### config.mk
export PLATFORM = sky130hd
export DESIGN_NAME = rcfi_top
export DESIGN_NICKNAME = d
export VERILOG_FILES = /design/src/rcfi_pkg.sv /design/src/rcfi_turn_on.sv /design/src/rcfi_top.sv
export VERILOG_INCLUDE_DIRS = /design/src
export SDC_FILE = /design/constraint.sdc
export NUM_CORES = 2
export LEC_CHECK = 0
export ABC_AREA = 1
export BUFFER_PORTS_ARGS = -buffer_cell sky130_fd_sc_hd__buf_2
export CORE_ASPECT_RATIO = 2
export CORE_UTILIZATION = 46
export DETAILED_ROUTE_END_ITERATION = 12
export PLACE_DENSITY_LB_ADDON = 0.05
export SYNTH_ARGS = -nofsm -noshare
export SYNTH_HDL_FRONTEND = slang
export SYNTH_SLANG_ARGS = --single-unit
### constraint.sdc
create_clock -name pclk -period 21.7 [get_ports pclk]
set_input_delay 4.34 -clock pclk [delete_from_list [all_inputs] [get_ports pclk]]
set_output_delay 4.34 -clock pclk [all_outputs]
set_load 0.01 [all_outputs]
### src/rcfi_defines.svh
// Register offsets, field positions, reset values and timing constants.
`ifndef RCFI_DEFINES_SVH
`define RCFI_DEFINES_SVH

`define RCFI_NUM_REG 7
`define RCFI_NUM_BUCK 3
`define RCFI_NUM_LDO 4

// Register byte offsets.
`define RCFI_OFF_ON 12'h000
`define RCFI_OFF_FLT_EN 12'h004
`define RCFI_OFF_STATUS 12'h008
`define RCFI_OFF_CLEAR 12'h00C
`define RCFI_OFF_ENABLED 12'h010
`define RCFI_OFF_OK 12'h014
`define RCFI_OFF_PEND 12'h018
`define RCFI_OFF_SEL 12'h01C
`define RCFI_OFF_DIS 12'h020
`define RCFI_OFF_LOW_QUIESCENT_ENABLE 12'h024
`define RCFI_OFF_MODE 12'h028
`define RCFI_OFF_VCODE 12'h040
`define RCFI_OFF_VCODE_B1 12'h060
`define RCFI_OFF_DELAY 12'h080
`define RCFI_OFF_VOLT 12'h0A0
`define RCFI_OFF_BANK_MASK 12'hFE3
`define RCFI_IDX_LSB 2
`define RCFI_IDX_MSB 4

// Per-regulator reset values.
`define RCFI_VCODE_RESET 6'h00
`define RCFI_DELAY_RESET 3'h0

// Power-good thresholds in percent below the programmed voltage.
`define RCFI_BUCK_OK_PCT 7
`define RCFI_LDO_OK_PCT 11

// Clock and turn-on delay unit: 2 ms steps at 10 MHz.
`define RCFI_CLK_MHZ 10
`define RCFI_DELAY_UNIT_MS 2
`define RCFI_DELAY_UNIT_CYC (`RCFI_DELAY_UNIT_MS * 1000 * `RCFI_CLK_MHZ)
`define RCFI_CNT_W 21

`endif

### src/rcfi_pkg.sv
// Types shared by the regulator control block.
package rcfi_pkg;
  typedef enum logic [1:0] {
    rcfi_off,
    rcfi_wait,
    rcfi_on
  } rcfi_state_type;
endpackage

### src/rcfi_turn_on.sv
// One regulator: edge-driven enable with programmable turn-on delay.
`timescale 1ns/1ns
`include "rcfi_defines.svh"

module rcfi_turn_on (
  input wire logic pclk,
  input wire logic presetn,
  input wire logic on_bit,
  input wire logic [2:0] delay_code,
  output logic enable
);

  rcfi_pkg::rcfi_state_type state;
  rcfi_pkg::rcfi_state_type next_state;
  logic on_prev;
  logic next_on_prev;
  logic [`RCFI_CNT_W-1:0] count;
  logic [`RCFI_CNT_W-1:0] next_count;
  logic [`RCFI_CNT_W-1:0] delay_cycles;

  // Code 0 is no delay; code n gives 2^(n-1) units of 2 ms.
  always_comb begin
    if (delay_code == 3'h0) begin
      delay_cycles = '0;
    end else begin
      delay_cycles = `RCFI_CNT_W'(`RCFI_DELAY_UNIT_CYC)
        << (delay_code - 3'h1);
    end
  end

  always_comb begin
    next_on_prev = on_bit;
    next_state = state;
    next_count = count;
    case (state)
      rcfi_pkg::rcfi_off: begin
        if (on_bit && !on_prev) begin
          next_count = '0;
          next_state = (delay_cycles == '0) ?
            rcfi_pkg::rcfi_on : rcfi_pkg::rcfi_wait;
        end
      end
      rcfi_pkg::rcfi_wait: begin
        if (!on_bit && on_prev) begin
          next_state = rcfi_pkg::rcfi_off;
        end else if (count + `RCFI_CNT_W'(1) >= delay_cycles) begin
          next_state = rcfi_pkg::rcfi_on;
        end else begin
          next_count = count + `RCFI_CNT_W'(1);
        end
      end
      rcfi_pkg::rcfi_on: begin
        if (!on_bit && on_prev) begin
          next_state = rcfi_pkg::rcfi_off;
        end
      end
      default: begin
        next_state = rcfi_pkg::rcfi_off;
      end
    endcase
  end

  always_ff @(posedge pclk or negedge presetn) begin
    if (!presetn) begin
      state <= rcfi_pkg::rcfi_off;
      on_prev <= 1'b0;
      count <= '0;
    end else begin
      state <= next_state;
      on_prev <= next_on_prev;
      count <= next_count;
    end
  end

  assign enable = (state == rcfi_pkg::rcfi_on);

endmodule

### src/rcfi_top.sv
// Control, status and fault interrupt logic for seven regulators.
//
// Our own choices: the APB slave port and the register addresses.
`timescale 1ns/1ns
`include "rcfi_defines.svh"

// What this block does
// - Buck power-good low below 7% under target.
// - LDO power-good low below 11% under target.
// - Enabled fault drives active-low interrupt.
// - Interrupt holds until recovery and flag read.
// - Decode 6-bit voltage code to millivolts.
// - LDOs reset to default code; host reprograms.
// - On-bit acts only on its edges.
// - LDO waits its turn-on delay.
// - Discharge only when disabled and bit set.
// - Low-quiescent bit sets reduced-current setting.
// - Delay codes map 0 to 128 ms.
// - Bank select picks buck voltage code.
// - Mode bit forces fixed-frequency operation.

module rcfi_top (
  input wire logic pclk,
  input wire logic presetn,
  input wire logic psel,
  input wire logic penable,
  input wire logic pwrite,
  input wire logic [11:0] paddr,
  input wire logic [31:0] pwdata,
  output logic [31:0] prdata,
  output logic pready,
  output logic pslverr,
  input wire logic voltage_bank_select,
  input wire logic [`RCFI_NUM_REG-1:0] out_below_ok,
  output logic [`RCFI_NUM_REG-1:0] regulator_enable,
  output logic [`RCFI_NUM_REG-1:0] discharge_on,
  output logic [`RCFI_NUM_LDO-1:0] low_quiescent_on,
  output logic [`RCFI_NUM_BUCK-1:0] forced_pwm_on,
  output logic [11:0] target_mv [`RCFI_NUM_REG],
  output logic [11:0] ok_threshold_mv [`RCFI_NUM_REG],
  output logic irq_out_n
);

  // ----------------------------------------------------------------
  // Register state
  // ----------------------------------------------------------------
  logic [`RCFI_NUM_REG-1:0] on_bits, next_on_bits;
  logic [`RCFI_NUM_REG-1:0] fault_irq_enable, next_fault_irq_enable;
  logic [`RCFI_NUM_REG-1:0] discharge_enable, next_discharge_enable;
  logic [`RCFI_NUM_LDO-1:0] low_quiescent_enable, next_low_quiescent_enable;
  logic [`RCFI_NUM_BUCK-1:0] mode, next_mode;
  logic [`RCFI_NUM_REG-1:0] pend, next_pend;
  logic [`RCFI_NUM_REG-1:0] ok_read, next_ok_read;
  logic [`RCFI_NUM_REG-1:0] status, next_status;
  logic [5:0] voltage_code_bank0 [`RCFI_NUM_REG];
  logic [5:0] next_voltage_code_bank0 [`RCFI_NUM_REG];
  logic [5:0] voltage_code_bank1 [`RCFI_NUM_REG];
  logic [5:0] next_voltage_code_bank1 [`RCFI_NUM_REG];
  logic [2:0] delay_code [`RCFI_NUM_REG];
  logic [2:0] next_delay_code [`RCFI_NUM_REG];
  logic [31:0] next_prdata;

  logic wr_en;
  logic rd_en;
  logic [2:0] idx;
  logic [11:0] bank;
  logic [`RCFI_NUM_REG-1:0] ok_flag;
  logic [`RCFI_NUM_REG-1:0] fault_event;
  logic [5:0] active_code [`RCFI_NUM_REG];
  logic rd_setup;
  logic rd_miss;
  logic ok_seen;
  logic [31:0] rd_word;
  logic [`RCFI_NUM_REG-1:0] status_clear;

  assign wr_en = psel && penable && pwrite;
  assign rd_en = psel && penable && !pwrite;
  assign rd_setup = psel && !penable && !pwrite;
  assign idx = paddr[`RCFI_IDX_MSB:`RCFI_IDX_LSB];
  assign bank = paddr & `RCFI_OFF_BANK_MASK;
  // Every access completes in its first access cycle, with no wait state.
  assign pready = 1'b1;

  // ----------------------------------------------------------------
  // Per-regulator datapath
  // ----------------------------------------------------------------
  genvar g;
  generate
    for (g = 0; g < `RCFI_NUM_REG; g++) begin : gen_reg
      logic [11:0] base_mv;
      logic [11:0] step_mv;
      logic [6:0] pct;

      if (g < `RCFI_NUM_BUCK) begin : gen_buck
        assign active_code[g] = voltage_bank_select ?
          voltage_code_bank1[g] : voltage_code_bank0[g];
        assign pct = 7'(`RCFI_BUCK_OK_PCT);
        assign discharge_on[g] = 1'b0;
        assign forced_pwm_on[g] = mode[g];
      end else begin : gen_ldo
        assign active_code[g] = voltage_code_bank0[g];
        assign pct = 7'(`RCFI_LDO_OK_PCT);
        assign discharge_on[g] =
          discharge_enable[g] && !regulator_enable[g];
        assign low_quiescent_on[g-`RCFI_NUM_BUCK] =
          low_quiescent_enable[g-`RCFI_NUM_BUCK];
      end

      // Base and step size per upper bits, step count per lower bits.
      always_comb begin
        case (active_code[g][5:3])
          3'h0: base_mv = 12'h258;
          3'h1: base_mv = 12'h320;
          3'h2: base_mv = 12'h3E8;
          3'h3: base_mv = 12'h4B0;
          3'h4: base_mv = 12'h640;
          3'h5: base_mv = 12'h7D0;
          3'h6: base_mv = 12'h960;
          default: base_mv = 12'hC80;
        endcase
        case (active_code[g][5:3])
          3'h0, 3'h1, 3'h2: step_mv = 12'h019;
          3'h3, 3'h4, 3'h5: step_mv = 12'h032;
          default: step_mv = 12'h064;
        endcase
      end

      assign target_mv[g] = base_mv
        + 12'(step_mv * {9'h000, active_code[g][2:0]});
      assign ok_threshold_mv[g] = target_mv[g]
        - 12'((24'(target_mv[g]) * 24'(pct)) / 24'h00_0064);

      rcfi_turn_on u_turn_on (
        .pclk(pclk),
        .presetn(presetn),
        .on_bit(on_bits[g]),
        .delay_code(delay_code[g]),
        .enable(regulator_enable[g])
      );
    end
  endgenerate

  // Power-good reads 0 while the output is under its threshold.
  assign ok_flag = ~out_below_ok;
  assign fault_event = out_below_ok & regulator_enable & fault_irq_enable;

  // ----------------------------------------------------------------
  // Register writes and read data
  // ----------------------------------------------------------------
  always_comb begin
    next_on_bits = on_bits;
    next_fault_irq_enable = fault_irq_enable;
    next_discharge_enable = discharge_enable;
    next_low_quiescent_enable = low_quiescent_enable;
    next_mode = mode;
    next_voltage_code_bank0 = voltage_code_bank0;
    next_voltage_code_bank1 = voltage_code_bank1;
    next_delay_code = delay_code;
    next_prdata = prdata;
    rd_word = 32'h0000_0000;
    rd_miss = 1'b0;
    pslverr = 1'b0;

    if (wr_en) begin
      case (paddr)
        `RCFI_OFF_ON: next_on_bits = pwdata[`RCFI_NUM_REG-1:0];
        `RCFI_OFF_FLT_EN:
          next_fault_irq_enable = pwdata[`RCFI_NUM_REG-1:0];
        // Clearing is carried out by the fault latch below.
        `RCFI_OFF_CLEAR: begin
        end
        `RCFI_OFF_DIS: next_discharge_enable = pwdata[`RCFI_NUM_REG-1:0];
        `RCFI_OFF_LOW_QUIESCENT_ENABLE:
          next_low_quiescent_enable = pwdata[`RCFI_NUM_LDO-1:0];
        `RCFI_OFF_MODE: next_mode = pwdata[`RCFI_NUM_BUCK-1:0];
        default: begin
          if (bank == `RCFI_OFF_VCODE && idx < 3'(`RCFI_NUM_REG)) begin
            next_voltage_code_bank0[idx] = pwdata[5:0];
          end else if (bank == `RCFI_OFF_VCODE_B1
                       && idx < 3'(`RCFI_NUM_BUCK)) begin
            next_voltage_code_bank1[idx] = pwdata[5:0];
          end else if (bank == `RCFI_OFF_DELAY
                       && idx < 3'(`RCFI_NUM_REG)) begin
            next_delay_code[idx] = pwdata[2:0];
          end else begin
            pslverr = 1'b1;
          end
        end
      endcase
    end

    // Read data is loaded in the setup phase so that it already stands
    // in the access phase, at the edge where the master takes it.
    case (paddr)
      `RCFI_OFF_ON: rd_word[`RCFI_NUM_REG-1:0] = on_bits;
      `RCFI_OFF_FLT_EN: rd_word[`RCFI_NUM_REG-1:0] = fault_irq_enable;
      `RCFI_OFF_STATUS: rd_word[`RCFI_NUM_REG-1:0] = status;
      `RCFI_OFF_CLEAR: rd_word = 32'h0000_0000;
      `RCFI_OFF_ENABLED: rd_word[`RCFI_NUM_REG-1:0] = regulator_enable;
      `RCFI_OFF_OK: rd_word[`RCFI_NUM_REG-1:0] = ok_flag;
      `RCFI_OFF_PEND: rd_word[`RCFI_NUM_REG-1:0] = pend;
      `RCFI_OFF_SEL: rd_word[0] = voltage_bank_select;
      `RCFI_OFF_DIS: rd_word[`RCFI_NUM_REG-1:0] = discharge_enable;
      `RCFI_OFF_LOW_QUIESCENT_ENABLE: rd_word[`RCFI_NUM_LDO-1:0] = low_quiescent_enable;
      `RCFI_OFF_MODE: rd_word[`RCFI_NUM_BUCK-1:0] = mode;
      default: begin
        if (bank == `RCFI_OFF_VCODE && idx < 3'(`RCFI_NUM_REG)) begin
          rd_word[5:0] = voltage_code_bank0[idx];
        end else if (bank == `RCFI_OFF_VCODE_B1
                     && idx < 3'(`RCFI_NUM_BUCK)) begin
          rd_word[5:0] = voltage_code_bank1[idx];
        end else if (bank == `RCFI_OFF_DELAY
                     && idx < 3'(`RCFI_NUM_REG)) begin
          rd_word[2:0] = delay_code[idx];
        end else if (bank == `RCFI_OFF_VOLT
                     && idx < 3'(`RCFI_NUM_REG)) begin
          rd_word[11:0] = target_mv[idx];
        end else begin
          rd_miss = 1'b1;
        end
      end
    endcase
    if (rd_setup) begin
      next_prdata = rd_word;
    end
    if (rd_en && rd_miss) begin
      pslverr = 1'b1;
    end
  end

  always_ff @(posedge pclk or negedge presetn) begin
    if (!presetn) begin
      on_bits <= '0;
      fault_irq_enable <= '0;
      discharge_enable <= '0;
      low_quiescent_enable <= '0;
      mode <= '0;
      prdata <= 32'h0000_0000;
      for (int i = 0; i < `RCFI_NUM_REG; i++) begin
        voltage_code_bank0[i] <= `RCFI_VCODE_RESET;
        voltage_code_bank1[i] <= `RCFI_VCODE_RESET;
        delay_code[i] <= `RCFI_DELAY_RESET;
      end
    end else begin
      on_bits <= next_on_bits;
      fault_irq_enable <= next_fault_irq_enable;
      discharge_enable <= next_discharge_enable;
      low_quiescent_enable <= next_low_quiescent_enable;
      mode <= next_mode;
      prdata <= next_prdata;
      voltage_code_bank0 <= next_voltage_code_bank0;
      voltage_code_bank1 <= next_voltage_code_bank1;
      delay_code <= next_delay_code;
    end
  end

  // ----------------------------------------------------------------
  // Fault latch and interrupt
  // ----------------------------------------------------------------
  assign status_clear = (wr_en && paddr == `RCFI_OFF_CLEAR) ?
    pwdata[`RCFI_NUM_REG-1:0] : {`RCFI_NUM_REG{1'b0}};
  assign ok_seen = rd_en && (paddr == `RCFI_OFF_OK);

  // A pending fault clears once its regulator is off or back in
  // regulation and the power-good flag has been read since it rose.
  // A read made while the fault still persists counts as well.
  always_comb begin
    next_pend = pend;
    next_ok_read = ok_read | {`RCFI_NUM_REG{ok_seen}};
    next_status = status & ~status_clear;
    for (int i = 0; i < `RCFI_NUM_REG; i++) begin
      if (fault_event[i]) begin
        next_pend[i] = 1'b1;
      end else if (pend[i] && ok_read[i]
                   && (!regulator_enable[i] || !out_below_ok[i])) begin
        next_pend[i] = 1'b0;
      end
      // A new fault wins over a software clear in the same cycle and
      // forgets any read of the flags made before it.
      if (fault_event[i] && !pend[i]) begin
        next_status[i] = 1'b1;
        next_ok_read[i] = 1'b0;
      end
    end
  end

  always_ff @(posedge pclk or negedge presetn) begin
    if (!presetn) begin
      pend <= '0;
      ok_read <= '0;
      status <= '0;
    end else begin
      pend <= next_pend;
      ok_read <= next_ok_read;
      status <= next_status;
    end
  end

  // Interrupt is low while any enabled fault is pending.
  assign irq_out_n = ~|(pend & fault_irq_enable);

endmodule

==> metrics.md <==
| Metric | Value |
|---|---|
| Relative slew margins | 0.2467 |
| First-pass GRT wire length | roughly 220 mm |
| Die Span X | 225.7 um |
| Synth warn | 0 |
| Final setup margin | 1069 ps |
| Hold_buf cts | 0 |
| Tcrit/Tclk final | 0.9507 |
| CP delay by family, top | simple AND/OR/NAND/NOR gates |
| Outcome | completed |
| Remaining Overflow, GRT | 0 |
| Number of global-route vias before repair | 44.88k |
| Final-layout fill cell count | 10.26k |
| Worst path max stage delay | 600 ps |
| Seq/Total Area, Yosys | 0.1701 |
| Finish-stage setup viols | 0 |
| Clk_lat worst skew | around 630 ps |
| CTS Buf Count | 31 |
| H-tree levels | 1 |
| Xor/xnor cell area share of the yosys netlist | 0.05843 |
| Required @ worst endpoint | 17360 ps |
| Top cells by area, synth | dfrtp_1, ha_1, inv_1 |
| Yosys top cell by area | dfrtp_1 |
| Worst Hold Class | reg -> reg |
| Core Rows | approximately 160 |
| Final Skew | 31.52 ps |
| Least-Margin Pin Slew | 1127 ps |
| Port Buffers | roughly 230 |
| Core area | 0.09891 mm2 |
| Worst Path Class, Setup | in -> out |
| Yosys reg bits | 313 |
| CP Launch Type | input port |
| Post-synth cell types | between 70 and 80 |
| Area of the multi-input gates | 0.03253 mm2 |
| CP arrival | roughly 16000 ps |
| Crit path buf inv count | 17 |
| Die Height | roughly 450 um |
| Pre-CTS setup slack | 321.3 ps |
| Vias per inst | around 5.3 |
| Most frequent cell on the critical path | nand2_2 |
| Asr flop ratio synth | 1.000 |
| Post-synthesis simple-gate area fraction | 0.3091 |
| CP max FO | 23 |
| Die area | 0.1014 mm2 |
| Drt pass-1 iters | 6 |
| Area grow syn2layout | 10.10% |
| Mapped Cells | 6892 |
| Largest family of logic cells by synthesized area | simple AND/OR/NAND/NOR gates |
| Nets@finish | 7867 |
| Routed wire length per instance | roughly 16 um |
| Fmax | between 0.04 and 0.05 GHz |
| Clock root buffer | clkbuf_16 |
| Pins Over Slew Limit | 0 |
| EDFF count, synth | 0 |
| Initial Util | 0.4654 |
| Hold Violations, Final | 0 |
| Max clock buf depth | 3 |
| Top_reg_cell synth | dfrtp_1 |
| RSZ-0062 raised after global routing | true |
| Max Cap Violations | 0 |
| Commonest cells after routing, fill and taps aside | inv_1, nand2_1, nand3_1 |
| Register area | 0.007833 mm2 |
| Compound-gate portion of the synthesized area | 0.1379 |
| TritonCTS clock tree | built |
| Initial antenna violation count | 7 |
| DRC | 0 |
| Via count | roughly 45k |
| Top cell type's share of synthesized area | 0.1701 |
| DRT iter0 DRCs | 2321 |
| Gpl congestion | 0.9484 |
| Most common cell after layout, fill and taps aside | inv_1 |
| Io pins | between 200 and 300 |
| Proportion of synthesized area in mux cells | 0 |
| Critical-path top delay cell | fa_1 |
| Mapped cell area | about 0.046 mm2 |
| Post-route ant nets | 0 |
| Pin count of the biggest net entering global routing | 71 |
| CP endpoint kind | output port |
| Fraction of layout cells with a size suffix above 1 | 0.1284 |
| Total GRT Usage | 0.2773 |
| Final wirelength | 140.5 mm |
| Synthesized area per cell | between 6 and 7 um2 |
| Adder-cell share of the synthesized area | 0.1959 |
| Minimum clock period | 20630 ps |
| Dpl hpwl | 117.0 mm |
| Clk slew on worst S/H paths | roughly 70 ps |
| CTS sink count | 313 |
[worst paths after layout]
check	from	endpoint	slack [ps]	cells after the start
max	voltage_bank_select	ok_threshold_mv[58]	1070	85
max reg2reg	voltage_code_bank1[33]$_DFFE_PN0P_	prdata[11]$_DFFE_PN0P_	15680	32
max in group asynchronous	presetn	gen_reg[3].u_turn_on.count[13]$_DFFE_PN0P_	15080	4
min reg2reg	voltage_code_bank1[18]$_DFFE_PN0P_	voltage_code_bank1[18]$_DFFE_PN0P_	390	0
min in group asynchronous	presetn	gen_reg[0].u_turn_on.count[0]$_DFFE_PN0P_	3650	1
min	voltage_code_bank1[18]$_DFFE_PN0P_	voltage_code_bank1[18]$_DFFE_PN0P_	390	0
[state kept, by name (all words and copies together), names as in the netlist]
name,cells
gen.u_turn_on.count,147
active_code,24
delay_code,21
voltage_code_bank1,21
voltage_code_bank0,18
gen.u_turn_on.state,14
prdata,12
discharge_enable,7
fault_irq_enable,7
gen.u_turn_on.on_prev,7
ok_read,7
on_bits,7
pend,7
status,7
low_quiescent_on,4
forced_pwm_on,3
[layout make-up]
type / instances / share of cell area
Multi-Input combinational cell: 5058 / 0.6417
Sequential cell: 313 / 0.1545
Inverter: 1418 / 0.1051
Timing Repair Buffer: 365 / 0.04305
Tap cell: 1320 / 0.03258
Clock buffer: 34 / 0.01572
Clock inverter: 23 / 0.007208
Antenna cell: 2 / 0.00009873
[metal layers]
| layer | wire (um) | track usage |
|---|---|---|
| met1 | 50850 | 0.2815 |
| met4 | 7388 | 0.1350 |
| met5 | 45 | 0 |
| met2 | 76060 | 0.5442 |
| met3 | 6200 | 0.03246 |
[logic make-up (layout without fill, tap and decap cells)]
kind of cell / count (synthesis) / after routing
AOI/OAI and AO/OA: 1116 / 1116
xor gates and xnor gates: 299 / 299
adders and majority gates: 623 / 623
buffers and inverters: 1543 / 1840
DFF: 313 / 313
other: 2 / 26
and+or+nand+nor: 2996 / 2996
[cells in the mapped netlist (all sizes together) (11+ instances only)]
cell type	number
a21o	14
a21oi	268
a221oi	16
a22oi	11
a31oi	38
and2	11
buf	32
clkbuf	93
dfrtp	313
fa	163
ha	460
inv	1409
nand2	1606
nand3	562
nand3b	13
nand4	129
nor2	559
nor3	81
nor4	19
o211ai	29
o21ai	564
o21bai	39
o221ai	12
o22ai	57
xnor2	38
xor2	261
[worst register-to-register path: cells and delay by family, from the launching register on]
family / cells / cell delay [ps]
compound gates: 5 / 1030
xor+xnor: 1 / 270
fa+ha+maj: 5 / 1820
buf+inv: 9 / 1050
flops: 1 / 400
simple gates: 12 / 1370
[what timing repair did]
item                       CTS  global route
setup buffers                0             4
setup endpoints to repair    0            21
resized for setup            0            38
[metrics by stage]
stage | TNS, ps | hold WS, ps | std cells | cell area [um2] | util
2_1_floorplan | 0 | 413.7 | 6914 | 46120 | -
3_3_place_gp | 0 | 365.7 | 8470 | 49370 | 0.4991
3_5_place_dp | 0 | 368.4 | 8470 | 49370 | 0.4991
4_1_cts | 0 | 383.6 | 8527 | 50530 | 0.5109
5_1_grt | -24.83 | 387.1 | 8532 | 50690 | 0.5124
6_report | 0 | 391.1 | 8533 | 50690 | 0.5125
Power is not shown: default switching activity piles up to over one toggle a cycle in this logic, so the estimate is an artifact.
